==> config.mk <==
export PLATFORM = sky130hd
export DESIGN_NAME = flash_query_host
export DESIGN_NICKNAME = d
export VERILOG_FILES = /design/src/fq_pkg.sv /design/src/flash_query_host.sv
export VERILOG_INCLUDE_DIRS = /design/src
export SDC_FILE = /design/constraint.sdc
export NUM_CORES = 1
export LEC_CHECK = 0
export BUFFER_PORTS_ARGS = -buffer_cell sky130_fd_sc_hd__buf_4
export CAP_MARGIN = 20
export CORE_MARGIN = 5
export CORE_UTILIZATION = 45
export CTS_BUF_LIST = sky130_fd_sc_hd__clkbuf_4 sky130_fd_sc_hd__clkbuf_8
export DETAILED_ROUTE_END_ITERATION = 6
export PLACE_DENSITY = 0.73
export SLEW_MARGIN = 30
export SYNTH_ARGS = -nofsm -noshare
export SYNTH_HDL_FRONTEND = slang
export SYNTH_SLANG_ARGS = --single-unit
==> constraint.sdc <==
create_clock -name clock -period 3 [get_ports clock]
set_input_delay 0.6 -clock clock [delete_from_list [all_inputs] [get_ports clock]]
set_output_delay 0.6 -clock clock [all_outputs]
set_load 0.02 [all_outputs]
==> src/fq_map.svh <==
// fq_map.svh - offsets, field positions, reset values, flash commands and timing figures
// assumes: included by bare name from the controller and the testbench
`ifndef FQ_MAP_SVH
`define FQ_MAP_SVH

// software register offsets (byte addresses)
`define FQ_REG_ADDR 8'h00
`define FQ_REG_WDATA 8'h04
`define FQ_REG_CMD 8'h08
`define FQ_REG_STATUS 8'h0c
`define FQ_REG_RDATA 8'h10
`define FQ_REG_CONFIG 8'h14
`define FQ_REG_FAIL 8'h18

// status fields
`define FQ_ST_BUSY 0
`define FQ_ST_MISMATCH 1
`define FQ_ST_REFUSED 2
`define FQ_ST_TIMEOUT 3
`define FQ_ST_ABORT 4
`define FQ_ST_DEVBUSY 5
`define FQ_ST_MODE_LSB 6
`define FQ_ST_SUSP 8

// config fields and reset value
`define FQ_CFG_DENS_LSB 0
`define FQ_CFG_WPTOP 2
`define FQ_CFG_RST 3'h0

// flash command cycles
`define FQ_QUERY_ADDR 32'h0000_0055
`define FQ_QUERY_CMD 8'h98
`define FQ_RESET_CMD 8'hf0
`define FQ_UNLOCK1_ADDR 32'h0000_0555
`define FQ_UNLOCK1_DATA 8'haa
`define FQ_UNLOCK2_ADDR 32'h0000_02aa
`define FQ_UNLOCK2_DATA 8'h55
`define FQ_AUTOSEL_CMD 8'h90
`define FQ_SUSPEND_CMD 8'hb0
`define FQ_RESUME_CMD 8'h30

// query table walk
`define FQ_QRY_FIRST 32'h0000_0027
`define FQ_CHK_LAST 6'h29

// flash status data bits
`define FQ_DQ_TOGGLE 6
`define FQ_DQ_TIMEOUT 5
`define FQ_DQ_BUFABORT 1

// timing
`define FQ_ADDR_W_DEF 25
`define FQ_CLK_MHZ 125
`define FQ_T_SU_NS 10
`define FQ_T_WP_NS 35
`define FQ_T_ACC_NS 120
`define FQ_T_HD_NS 10

`endif

==> src/fq_pkg.sv <==
// fq_pkg.sv - types shared by the flash query host controller
// assumes: fq_map.svh on the include path
package fq_pkg;
	typedef enum logic [2:0] {
		S_IDLE = 3'h0,
		S_SETUP = 3'h1,
		S_STROBE = 3'h3,
		S_HOLD = 3'h2,
		S_NEXT = 3'h6
	} state_t;

	typedef enum logic [2:0] {
		OP_WR = 3'h0,
		OP_RD = 3'h1,
		OP_RST = 3'h2,
		OP_QRY = 3'h3,
		OP_CHK = 3'h4,
		OP_ABT = 3'h5,
		OP_POLL = 3'h6
	} op_t;

	typedef enum logic [1:0] {
		M_READ = 2'h0,
		M_SUSP = 2'h1,
		M_AUTOSEL = 2'h3,
		M_QUERY = 2'h2
	} mode_t;

	typedef struct packed {
		logic ce_n;
		logic oe_n;
		logic we_n;
	} strobe_t;

	typedef struct packed {
		logic write;
		logic [31:0] addr;
		logic [15:0] data;
	} cyc_t;
endpackage

==> src/flash_query_host.sv <==
// flash_query_host.sv - host controller that drives a parallel nor flash through its pins
// assumes: one 125 MHz clock, flash inputs synchronous to it, software on a simple strobe port
//
// The address-and-strobe port and the register addresses are this design's own decisions.
`timescale 1ns/1ns
`include "fq_map.svh"

// Overview of operation
// query word 27h must read size exponent 18h, 19h or 1Ah by density
// words 28h/29h read 0002h/0000h, 2Ah/2Bh read 0005h/0000h
// word 2Ch reads 0001h, one uniform erase region
// words 2Dh-30h hold region one by density; 31h-3Ch read zero
// words 40h-44h read ascii PRI then version digits 1 and 3
// word 45h reads 0010h, unlock required, technology code
// word 46h reads 0002h, word 47h reads 0001h
// word 49h reads 0008h; 48h, 4Ah, 4Bh read zero
// word 4Ch reads 0002h, eight word page
// words 4Dh/4Eh read 00B5h/00C5h acceleration supply limits
// word 4Fh reads 04h for bottom, 05h for top write protect
// word 50h reads 0001h, program suspend supported
// host writes only valid command cycles in order; reset recovers otherwise
// address taken on later falling strobe, data on earlier rising strobe
// flash reads array after power up and after embedded operations finish
// erase suspend gives suspend read mode, kept after program in suspend
// reset returns to read or suspend read; its address is ignored
// reset aborts erase sequence; ignored once erasing runs
// reset aborts program sequence; ignored once programming runs
// reset leaves autoselect, back to read or suspend read
// on timeout status bit the host writes reset
// on buffer abort status bit the host writes the abort reset sequence
// query entered by 98h at 55h from read or autoselect; reset leaves
// query data sit in the low byte, upper byte zero
module flash_query_host #(
	parameter int ADDR_W = `FQ_ADDR_W_DEF
) (
	input wire logic clock,
	input wire logic rst_n,
	input wire logic [7:0] sw_addr,
	input wire logic [31:0] sw_wdata,
	input wire logic sw_wr,
	input wire logic sw_rd,
	output logic [31:0] sw_rdata,
	output fq_pkg::strobe_t flash_ctl,
	output logic [ADDR_W-1:0] flash_addr,
	output logic [15:0] flash_dq_o,
	output logic flash_dq_oe,
	input wire logic [15:0] flash_dq_i
);
	import fq_pkg::*;

	function automatic int cyc_up(input int ns);
		int c;
		c = (ns * `FQ_CLK_MHZ + 999) / 1000;
		return (c < 1) ? 1 : c;
	endfunction

	localparam int SU_CYC = cyc_up(`FQ_T_SU_NS);
	localparam int WP_CYC = cyc_up(`FQ_T_WP_NS);
	localparam int ACC_CYC = cyc_up(`FQ_T_ACC_NS);
	localparam int HD_CYC = cyc_up(`FQ_T_HD_NS);

	if (ADDR_W < 12 || ADDR_W > 32) begin : g_bad_width
		$error("ADDR_W must be 12 to 32");
	end

	function automatic cyc_t cycle_of(input op_t op, input logic [5:0] step, input logic [31:0] a,
		input logic [15:0] d);
		cyc_t c;
		c = '{write: 1'b0, addr: a, data: d};
		case (op)
			OP_WR: c.write = 1'b1;
			OP_RST: begin
				c.write = 1'b1;
				c.data = {8'h00, `FQ_RESET_CMD};
			end
			OP_QRY: begin
				c.write = 1'b1;
				c.addr = `FQ_QUERY_ADDR;
				c.data = {8'h00, `FQ_QUERY_CMD};
			end
			OP_CHK: c.addr = `FQ_QRY_FIRST + {26'h0, step};
			OP_ABT: begin
				c.write = 1'b1;
				case (step)
					6'h00: c = '{write: 1'b1, addr: `FQ_UNLOCK1_ADDR, data: {8'h00, `FQ_UNLOCK1_DATA}};
					6'h01: c = '{write: 1'b1, addr: `FQ_UNLOCK2_ADDR, data: {8'h00, `FQ_UNLOCK2_DATA}};
					default: c = '{write: 1'b1, addr: `FQ_UNLOCK1_ADDR, data: {8'h00, `FQ_RESET_CMD}};
				endcase
			end
			default: c.write = 1'b0;
		endcase
		return c;
	endfunction

	// bit 8 marks a defined table entry
	function automatic logic [8:0] expect_of(input logic [6:0] a, input logic [1:0] dens, input logic wp_top);
		logic [7:0] v;
		logic k;
		v = 8'h00;
		k = 1'b1;
		case (a)
			7'h27: v = 8'h18 + {6'h00, dens};
			7'h28: v = 8'h02;
			7'h2a: v = 8'h05;
			7'h2c: v = 8'h01;
			7'h2d: v = (dens == 2'h0) ? 8'h7f : 8'hff;
			7'h2e: v = (dens == 2'h2) ? 8'h01 : 8'h00;
			7'h30: v = 8'h02;
			7'h3d, 7'h3e, 7'h3f: k = 1'b0;
			7'h40: v = 8'h50;
			7'h41: v = 8'h52;
			7'h42: v = 8'h49;
			7'h43: v = 8'h31;
			7'h44: v = 8'h33;
			7'h45: v = 8'h10;
			7'h46: v = 8'h02;
			7'h47: v = 8'h01;
			7'h49: v = 8'h08;
			7'h4c: v = 8'h02;
			7'h4d: v = 8'hb5;
			7'h4e: v = 8'hc5;
			7'h4f: v = wp_top ? 8'h05 : 8'h04;
			7'h50: v = 8'h01;
			default: v = 8'h00;
		endcase
		return {k, v};
	endfunction

	state_t st_q;
	op_t op_q, nop_c, op_in;
	mode_t mode_q;
	logic [5:0] step_q, nstep_c;
	logic [7:0] tmr_q;
	logic [31:0] addr_reg_q;
	logic [15:0] wdata_q, rd_q, rd0_q;
	logic [2:0] cfg_q;
	logic [31:0] fail_q;
	logic susp_q, dev_busy_q, mismatch_q, refused_q, timeout_q, abort_q;
	logic cmd_wr, refuse_c, start, last_c, toggled, redirect, go_on, done, load, cap, chk_cap, chk_bad;
	logic [8:0] exp_c;
	cyc_t ncyc;

	assign op_in = op_t'(sw_wdata[2:0]);
	assign cmd_wr = sw_wr && sw_addr == `FQ_REG_CMD;
	assign toggled = rd0_q[`FQ_DQ_TOGGLE] ^ rd_q[`FQ_DQ_TOGGLE];
	assign exp_c = expect_of(flash_addr[6:0], cfg_q[`FQ_CFG_DENS_LSB +: 2], cfg_q[`FQ_CFG_WPTOP]);
	assign cap = st_q == S_STROBE && tmr_q == 8'h01 && !flash_dq_oe;
	assign chk_cap = cap && op_q == OP_CHK && exp_c[8];
	assign chk_bad = flash_dq_i != {8'h00, exp_c[7:0]};

	always_comb begin
		refuse_c = 1'b0;
		if (st_q != S_IDLE || sw_wdata[2:0] == 3'h7)
			refuse_c = 1'b1;
		else if (op_in == OP_QRY && mode_q != M_READ && mode_q != M_AUTOSEL)
			refuse_c = 1'b1;
		else if (op_in == OP_RST && dev_busy_q)
			refuse_c = 1'b1;
		start = cmd_wr && !refuse_c;
		case (op_q)
			OP_ABT: last_c = step_q == 6'h02;
			OP_POLL: last_c = step_q == 6'h01;
			OP_CHK: last_c = step_q == `FQ_CHK_LAST;
			default: last_c = 1'b1;
		endcase
		// judge the poll only once both reads are in
		redirect = st_q == S_NEXT && op_q == OP_POLL && last_c && toggled
			&& (rd_q[`FQ_DQ_TIMEOUT] || rd_q[`FQ_DQ_BUFABORT]);
		go_on = !last_c || redirect;
		done = st_q == S_NEXT && !go_on;
		load = (st_q == S_IDLE && start) || (st_q == S_NEXT && go_on);
		if (st_q == S_IDLE) begin
			nop_c = op_in;
			nstep_c = 6'h00;
		end else if (redirect) begin
			nop_c = rd_q[`FQ_DQ_TIMEOUT] ? OP_RST : OP_ABT;
			nstep_c = 6'h00;
		end else begin
			nop_c = op_q;
			nstep_c = step_q + 6'h01;
		end
		ncyc = cycle_of(nop_c, nstep_c, addr_reg_q, wdata_q);
	end

	// cycle sequencer
	always_ff @(posedge clock) begin
		if (!rst_n) begin
			st_q <= S_IDLE;
			op_q <= OP_WR;
			step_q <= 6'h00;
			tmr_q <= 8'h00;
		end else begin
			case (st_q)
				S_IDLE, S_NEXT: begin
					if (load) begin
						st_q <= S_SETUP;
						op_q <= nop_c;
						step_q <= nstep_c;
						tmr_q <= 8'(SU_CYC);
					end else
						st_q <= S_IDLE;
				end
				S_SETUP: begin
					if (tmr_q == 8'h01) begin
						st_q <= S_STROBE;
						tmr_q <= flash_dq_oe ? 8'(WP_CYC) : 8'(ACC_CYC);
					end else
						tmr_q <= tmr_q - 8'h01;
				end
				S_STROBE: begin
					if (tmr_q == 8'h01) begin
						st_q <= S_HOLD;
						tmr_q <= 8'(HD_CYC);
					end else
						tmr_q <= tmr_q - 8'h01;
				end
				S_HOLD: begin
					if (tmr_q == 8'h01)
						st_q <= S_NEXT;
					else
						tmr_q <= tmr_q - 8'h01;
				end
				default: st_q <= S_IDLE;
			endcase
		end
	end

	// pins: address settles before the write strobe falls, data held past its rise
	always_ff @(posedge clock) begin
		if (!rst_n) begin
			flash_ctl <= '{ce_n: 1'b1, oe_n: 1'b1, we_n: 1'b1};
			flash_addr <= '0;
			flash_dq_o <= 16'h0000;
			flash_dq_oe <= 1'b0;
		end else begin
			if (load) begin
				flash_addr <= ncyc.addr[ADDR_W-1:0];
				flash_dq_o <= ncyc.data;
				flash_dq_oe <= ncyc.write;
				flash_ctl.ce_n <= 1'b0;
			end
			if (st_q == S_SETUP && tmr_q == 8'h01) begin
				if (flash_dq_oe)
					flash_ctl.we_n <= 1'b0;
				else
					flash_ctl.oe_n <= 1'b0;
			end
			if (st_q == S_STROBE && tmr_q == 8'h01) begin
				flash_ctl.we_n <= 1'b1;
				flash_ctl.oe_n <= 1'b1;
			end
			if (st_q == S_HOLD && tmr_q == 8'h01) begin
				flash_ctl.ce_n <= 1'b1;
				flash_dq_oe <= 1'b0;
			end
		end
	end

	always_ff @(posedge clock) begin
		if (!rst_n) begin
			rd_q <= 16'h0000;
			rd0_q <= 16'h0000;
			fail_q <= 32'h0;
		end else if (cap) begin
			rd_q <= flash_dq_i;
			rd0_q <= rd_q;
			if (chk_cap && chk_bad)
				fail_q <= {9'h000, flash_addr[6:0], flash_dq_i};
		end
	end

	// shadow of the flash mode
	always_ff @(posedge clock) begin
		if (!rst_n) begin
			mode_q <= M_READ;
			susp_q <= 1'b0;
			dev_busy_q <= 1'b0;
		end else if (done) begin
			case (op_q)
				OP_RST, OP_ABT: begin
					mode_q <= susp_q ? M_SUSP : M_READ;
					dev_busy_q <= 1'b0;
				end
				OP_QRY: mode_q <= M_QUERY;
				OP_POLL: begin
					dev_busy_q <= toggled;
					if (!toggled)
						mode_q <= susp_q ? M_SUSP : M_READ;
				end
				OP_WR: begin
					case (wdata_q[7:0])
						`FQ_AUTOSEL_CMD: mode_q <= M_AUTOSEL;
						`FQ_QUERY_CMD: if (addr_reg_q == `FQ_QUERY_ADDR && (mode_q == M_READ || mode_q == M_AUTOSEL))
							mode_q <= M_QUERY;
						`FQ_RESET_CMD: if (!dev_busy_q) mode_q <= susp_q ? M_SUSP : M_READ;
						`FQ_SUSPEND_CMD: begin
							susp_q <= 1'b1;
							mode_q <= M_SUSP;
							dev_busy_q <= 1'b0;
						end
						`FQ_RESUME_CMD: begin
							susp_q <= 1'b0;
							mode_q <= M_READ;
							dev_busy_q <= 1'b1;
						end
						default: mode_q <= mode_q;
					endcase
				end
				default: mode_q <= mode_q;
			endcase
		end
	end

	logic clr;
	assign clr = sw_wr && sw_addr == `FQ_REG_STATUS;

	// sticky flags, write one to clear, a new event wins
	always_ff @(posedge clock) begin
		if (!rst_n) begin
			mismatch_q <= 1'b0;
			refused_q <= 1'b0;
			timeout_q <= 1'b0;
			abort_q <= 1'b0;
		end else begin
			mismatch_q <= (chk_cap && chk_bad) || (mismatch_q && !(clr && sw_wdata[`FQ_ST_MISMATCH]));
			refused_q <= (cmd_wr && refuse_c) || (refused_q && !(clr && sw_wdata[`FQ_ST_REFUSED]));
			timeout_q <= (redirect && rd_q[`FQ_DQ_TIMEOUT]) || (timeout_q && !(clr && sw_wdata[`FQ_ST_TIMEOUT]));
			abort_q <= (redirect && !rd_q[`FQ_DQ_TIMEOUT]) || (abort_q && !(clr && sw_wdata[`FQ_ST_ABORT]));
		end
	end

	always_ff @(posedge clock) begin
		if (!rst_n) begin
			addr_reg_q <= 32'h0;
			wdata_q <= 16'h0000;
			cfg_q <= `FQ_CFG_RST;
		end else if (sw_wr) begin
			if (sw_addr == `FQ_REG_ADDR)
				addr_reg_q <= sw_wdata;
			if (sw_addr == `FQ_REG_WDATA)
				wdata_q <= sw_wdata[15:0];
			if (sw_addr == `FQ_REG_CONFIG)
				cfg_q <= sw_wdata[2:0];
		end
	end

	always_ff @(posedge clock) begin
		if (!rst_n)
			sw_rdata <= 32'h0;
		else if (sw_rd) begin
			case (sw_addr)
				`FQ_REG_ADDR: sw_rdata <= addr_reg_q;
				`FQ_REG_WDATA: sw_rdata <= {16'h0000, wdata_q};
				`FQ_REG_STATUS: sw_rdata <= {23'h0, susp_q, mode_q, dev_busy_q, abort_q, timeout_q,
					refused_q, mismatch_q, st_q != S_IDLE};
				`FQ_REG_RDATA: sw_rdata <= {16'h0000, rd_q};
				`FQ_REG_CONFIG: sw_rdata <= {29'h0, cfg_q};
				`FQ_REG_FAIL: sw_rdata <= fail_q;
				default: sw_rdata <= 32'h0;
			endcase
		end else
			sw_rdata <= 32'h0;
	end
endmodule // flash_query_host

# [Yosys cells after proc, flatten, opt, wreduce, memory -nomap -nowiden]
# Index checks and enable logic that the tools add are counted.
[classes] add_sub_neg=4 eq_ne=71 mux=39 bitwise=3 reduce_logical=84
[ops] op="case mux 32 bit (6 select lines)" count=1
[ops] op="case mux 8 bit (16 select lines)" count=1
[ops] op="== test 7 bit, second input constant" count=14
[ops] op="case mux 25 bit (3 select lines)" count=1
[ops] op="== test 7 x 6 -> 1 bit, second input constant" count=10
[ops] op="case mux 27 bit (2 select lines)" count=1
[ops] op="case mux 16 bit (3 select lines)" count=1
[ops] op="two-way mux 8 bit" count=5
[ops] op="== test 32 x 7 -> 1 bit, second input constant" count=1
[ops] op="== test 8 bit, second input constant" count=4
[ops] op="logical AND 1 bit" count=32
[ops] op="case mux 8 bit (4 select lines)" count=1
[ops] op="== test 3 x 2 -> 1 bit, second input constant" count=8
[ops] op="== test 8 x 5 -> 1 bit, second input constant" count=3
[ops] op="== test 3 bit, second input constant" count=7
[ops] op="two-way mux 3 bit" count=6
[ops] op="== test 8 x 4 -> 1 bit, second input constant" count=2
[ops] op="inequality test 16 x 8 -> 1 bit" count=1
[ops] op="AND reduction 2 bit" count=8
[ops] op="== test 6 x 1 -> 1 bit, second input constant" count=2
[ops] op="two-way mux 6 bit" count=2
[ops] op="inequality test 2 bit, second input constant" count=6
[ops] op="case mux 3 bit (4 select lines)" count=1
[ops] op="AND reduction 3 bit" count=4
[ops] op="37 further kinds" count=79
[totals] register_bits=202 out_inout_bits=77 word_cells=225

# [Longest topological paths before layout]
[logic_depth] word_depth=11 depth_mapped=13 ltp_nobuf=11

# [Worst setup path before layout]
# OpenSTA, ideal clock, no wires.
[synth_path] path_type="reg-to-reg" startpoint="register st_q[2]" endpoint="register flash_addr[0]" t_arrival_ps=2894 slack_ps=-13 stages_incl_launch_ff=13 path_buffers=2 path_cell_list="dfxtp_1 > clkbuf_1 > and3b_1 > clkbuf_1 > o2111ai_1 > a21o_1 > nand3_1 > ha_1 > o311ai_0 > or2_2 > a21oi_1 > o21ai_1 > o221a_2"
[synth_via] elab_chain_len=10
[synth_lines] item="start, declared" line_no="flash_query_host.sv:129" rtl="state_t st_q;"
[synth_lines] item="start signal, assigned" line_no="flash_query_host.sv:188" rtl="st_q <= S_IDLE;"
[synth_lines] item="start signal, assigned" line_no="flash_query_host.sv:196" rtl="st_q <= S_SETUP;"
[synth_lines] item="start signal, assigned" line_no="flash_query_host.sv:201" rtl="st_q <= S_IDLE;"
[synth_lines] item="branches (longest 10 deep; another with adder 6 x 6 -> 7 bit)"
[synth_lines] item="end signal, assigned" line_no="flash_query_host.sv:237" rtl="flash_addr <= ncyc.addr[ADDR_W-1:0];"
[synth_lines] item="end, declared" line_no="flash_query_host.sv:44" rtl="output logic [ADDR_W-1:0] flash_addr,"
# Parallel ways; which one is timed is not known.
# A chain may end at the register's enable or synchronous reset.

# [Worst setup path after layout]
[layout_path] startpoint="register tmr_q[2]" endpoint="register fail_q[7]"
[layout_via] elab_chain_len=7
[layout_lines] item="start, declared" line_no="flash_query_host.sv:133" rtl="logic [7:0] tmr_q;"
[layout_lines] item="start signal, assigned" line_no="flash_query_host.sv:199" rtl="tmr_q <= 8'(SU_CYC);"
[layout_lines] item="start signal, assigned" line_no="flash_query_host.sv:206" rtl="tmr_q <= flash_dq_oe ? 8'(WP_CYC) : 8'(ACC_CYC);"
[layout_lines] item="start signal, assigned" line_no="flash_query_host.sv:208" rtl="tmr_q <= tmr_q - 8'h01;"
[layout_lines] item="== test 8 x 1 -> 1 bit (*)" line_no="flash_query_host.sv:147" rtl="assign cap = st_q == S_STROBE && tmr_q == 8'h01 && !flash_dq_oe;"
[layout_lines] item="logical AND 1 bit (*) (2 in series)" line_no="flash_query_host.sv:147"
[layout_lines] item="logical AND 1 bit (2 in series)" line_no="flash_query_host.sv:148" rtl="assign chk_cap = cap && op_q == OP_CHK && exp_c[8];"
[layout_lines] item="logical AND 1 bit" line_no="flash_query_host.sv:267" rtl="if (chk_cap && chk_bad)"
[layout_lines] item="AND reduction 2 bit (no source line) (*)"
[layout_lines] item="end signal, assigned" line_no="flash_query_host.sv:268" rtl="fail_q <= {9'h000, flash_addr[6:0], flash_dq_i};"
[layout_lines] item="end, declared" line_no="flash_query_host.sv:137" rtl="logic [31:0] fail_q;"
# Mark *: on every way between the ends. The rest lies on a longest branch, timed or not.

==> flow_summary.toml <==
[status]
status = "completed"

[yosys]
seq_area_frac_synth = 0.4187
synthCells = 1157
async_reset_ff_frac = 0
synth_edf_count = 0
avgSynthCellArea_um2 = 8.099
synth_nets = 1224
yosys_warnings = 0
syn-cell-area_um2 = 9370
synth_flop_cell = "dfxtp_1"
ys_types = 71
ys_ff_latch = 196

[detailed_routing]
viasPerCell = 5.779
wirelength_mm = 29.85
wire_per_inst_um = 19.01
drtIter0Drc = 891
vias = 9073
drc = 0
antenna_left = 0
drtPass1Iterations = 6

[sta]
drv_slew = 0
period_needed_ns = 2.860
slew_headroom = 0.5300
setup_viol_count_final = 0
fmax_mhz = 349.7
fin_skew_ns = 0.02344
hold_viol_final = 0
fin_setup_tns_ns = 0
rsz0062_at_grt = "no"
fin_hold_ws_ns = 0.3465
worstMarginPinSlew_ns = 0.7050
fin_crit_sh = 0.9533

[floorplan]
die_height_um = 154.3
ios = 137
dieArea_um2 = 23810
core_area_um2 = 20360
std_cell_rows = 52
die_w_um = 154.3
initial_core_util = 0.4601

[critical_path]
worstPathArrival_ns = 3.27
worst_setup_path_start_kind = "flop"
crit_required_ns = 3.41
cp_max_fo = 24
path_class = "reg2reg"
crit_path_end_kind = "flop"

[clocking]
cts_tree = "done"
cts-root-buf = "clkbuf_8"
cts_max_path_buffers = 2
clk_latency_ns = 0.50
h-tree-depth = 4
clk_pin_slew_ns = 0.12
cts_sinks = 196
numCtsBuffers = 17
postCtsSetupBuffers = 0

[global_route]
grt_pass1_vias = 8414
grt_pass1_wl_mm = 46.49
grt_max_degree = 180
grt_usage = 0.2440
antenna_found_initial = 1
grt-ovfl-total = 0

[placed_design]
placed_cells = 1537
port_buffers = 136
hpwl_mm = 21.76
gp_congestion = 0.9644

[layout]
drive_gt1_frac = 0.1948
synthToLayoutAreaGrowth_pct = 21.06
layout.cells.most_common_list = "nand2_1 (252), dfxtp_1 (194), buf_4 (190), a21boi_0 (90), nor2_1 (59)"
finalNonFillerCells = 1570
fin_nets = 1353
mostFrequentLayoutCell = "nand2_1"
fill_cells = 1908

[pwr]
p_leak_nw = 4.046
p_per_area_nw_per_um2 = 410.5
total_power_mw = 4.657
peakVddDrop_mv = 0.3053

[flow_run]
max_cap_viol_count = 0

[min_path]
hold_path.class = "in2reg"
-- routing by layer --
layer | track usage | vias to the layer above | wire length [µm] | part of all wire
met5 | 0 | - | 0 | 0
met4 | 0.08831 | 0 | 867 | 0.029
met3 | 0.05365 | 58 | 2590 | 0.087
met2 | 0.3708 | 403 | 13210 | 0.44
met1 | 0.3413 | 4271 | 13180 | 0.44
li1 | - | 4341 | - | -
-- area by class of cell --
class                   instances  area [µm²]  share of cell area
inverters                      13       48.80            0.004302
diodes                          1       2.502           0.0002206
repair buffers                193        1486              0.1310
multi-input cells             865        5115              0.4509
flip-flops and latches        196        3926              0.3461
clock buffers                  17       234.0             0.02063
well taps                     270       337.8             0.02978
clock inverters                15       192.7             0.01699
-- metrics by stage --
step / utilization / setup slack [ns] / area [µm²]
2_1_floorplan: - / 0.04022 / 9384
3_3_place_gp: 0.5352 / 0.2527 / 10900
3_5_place_dp: 0.5352 / 0.1405 / 10900
4_1_cts: 0.5562 / 0.07302 / 11330
5_1_grt: 0.5570 / 0.03384 / 11340
6_report: 0.5570 / 0.1402 / 11340
-- Yosys cell counts, types with 7 or more instances --
cell type,instances,area share
nand2_1,252,0.10
dfxtp_1,196,0.42
a21boi_0,90,0.072
clkbuf_1,76,0.030
nor2_1,61,0.024
nand3_1,48,0.026
o21ai_0,47,0.025
a21oi_1,45,0.024
a22oi_1,41,0.033
mux2i_1,26,0.028
nor3_1,22,0.012
and2_1,18,0.012
a31oi_1,17,0.011
nor2b_1,15,0.010
xnor2_1,13,0.012
inv_1,12,0.0048
nand2b_1,12,0.0080
nor4_1,11,0.0073
xor2_1,10,0.0093
ha_1,7,0.0093
nand4_1,7,0.0047
nor3b_1,7,0.0056
-- cells by family (layout without fill, tap and decap cells) --
| kind of cell | after synthesis | in the layout | synth area share |
|---|---|---|---|
| xor+xnor | 23 | 23 | 0.02150 |
| buf+inv | 96 | 238 | 0.04059 |
| fa+ha+maj | 7 | 7 | 0.009347 |
| mux | 26 | 26 | 0.02777 |
| other cells | 0 | 1 | 0 |
| flops | 196 | 196 | 0.4187 |
| compound gates | 317 | 317 | 0.2361 |
| simple gates | 492 | 492 | 0.2460 |
-- report_power, final --
group | internal (mW) | switching [mW]
combinational | 0.104 | 0.126
clock | 0.657 | 1.16
sequential | 2.60 | 0.00229
-- path summary, 6_finish.rpt --
kind                             startpoint  slack [ns]  depth (start not counted)                          end
setup / recovery      tmr_q[2]$_SDFFE_PN0P_        0.14                          9       fail_q[7]$_SDFFE_PN0P_
hold / removal                 sw_wdata[20]        0.35                          3  addr_reg_q[20]$_SDFFE_PN0P_
setup reg to reg      tmr_q[2]$_SDFFE_PN0P_        0.14                          9       fail_q[7]$_SDFFE_PN0P_
hold reg to reg   flash_ctl[0]$_SDFFE_PP1P_        0.47                          2    flash_ctl[0]$_SDFFE_PP1P_
-- critical path, cell delays in order, from the launching register on --
cell	delay [ns]
dfxtp_1	0.37
or4_4	0.57
or4_1	0.45
or3_4	0.37
inv_2	0.08
and3_4	0.20
nand4_4	0.10
a31oi_4	0.18
buf_12	0.22
mux2i_1	0.21
-- flip-flops by register name (all words and copies together) (netlist names), 2 cells and up --
register / cells
addr_reg_q: 32
sw_rdata: 32
flash_addr: 25
fail_q: 23
flash_dq_o: 16
rd_q: 16
wdata_q: 16
tmr_q: 8
step_q: 6
cfg_q: 3
flash_ctl: 3
op_q: 3
st_q: 3
mode_q: 2
-- timing repair --
item,in CTS,in global routing
endpoints found under the hold margin,0,0
hold buffers,0,0
endpoints found under the setup margin,0,7
resized for setup,0,5
Power figures use the tool's default switching activity.
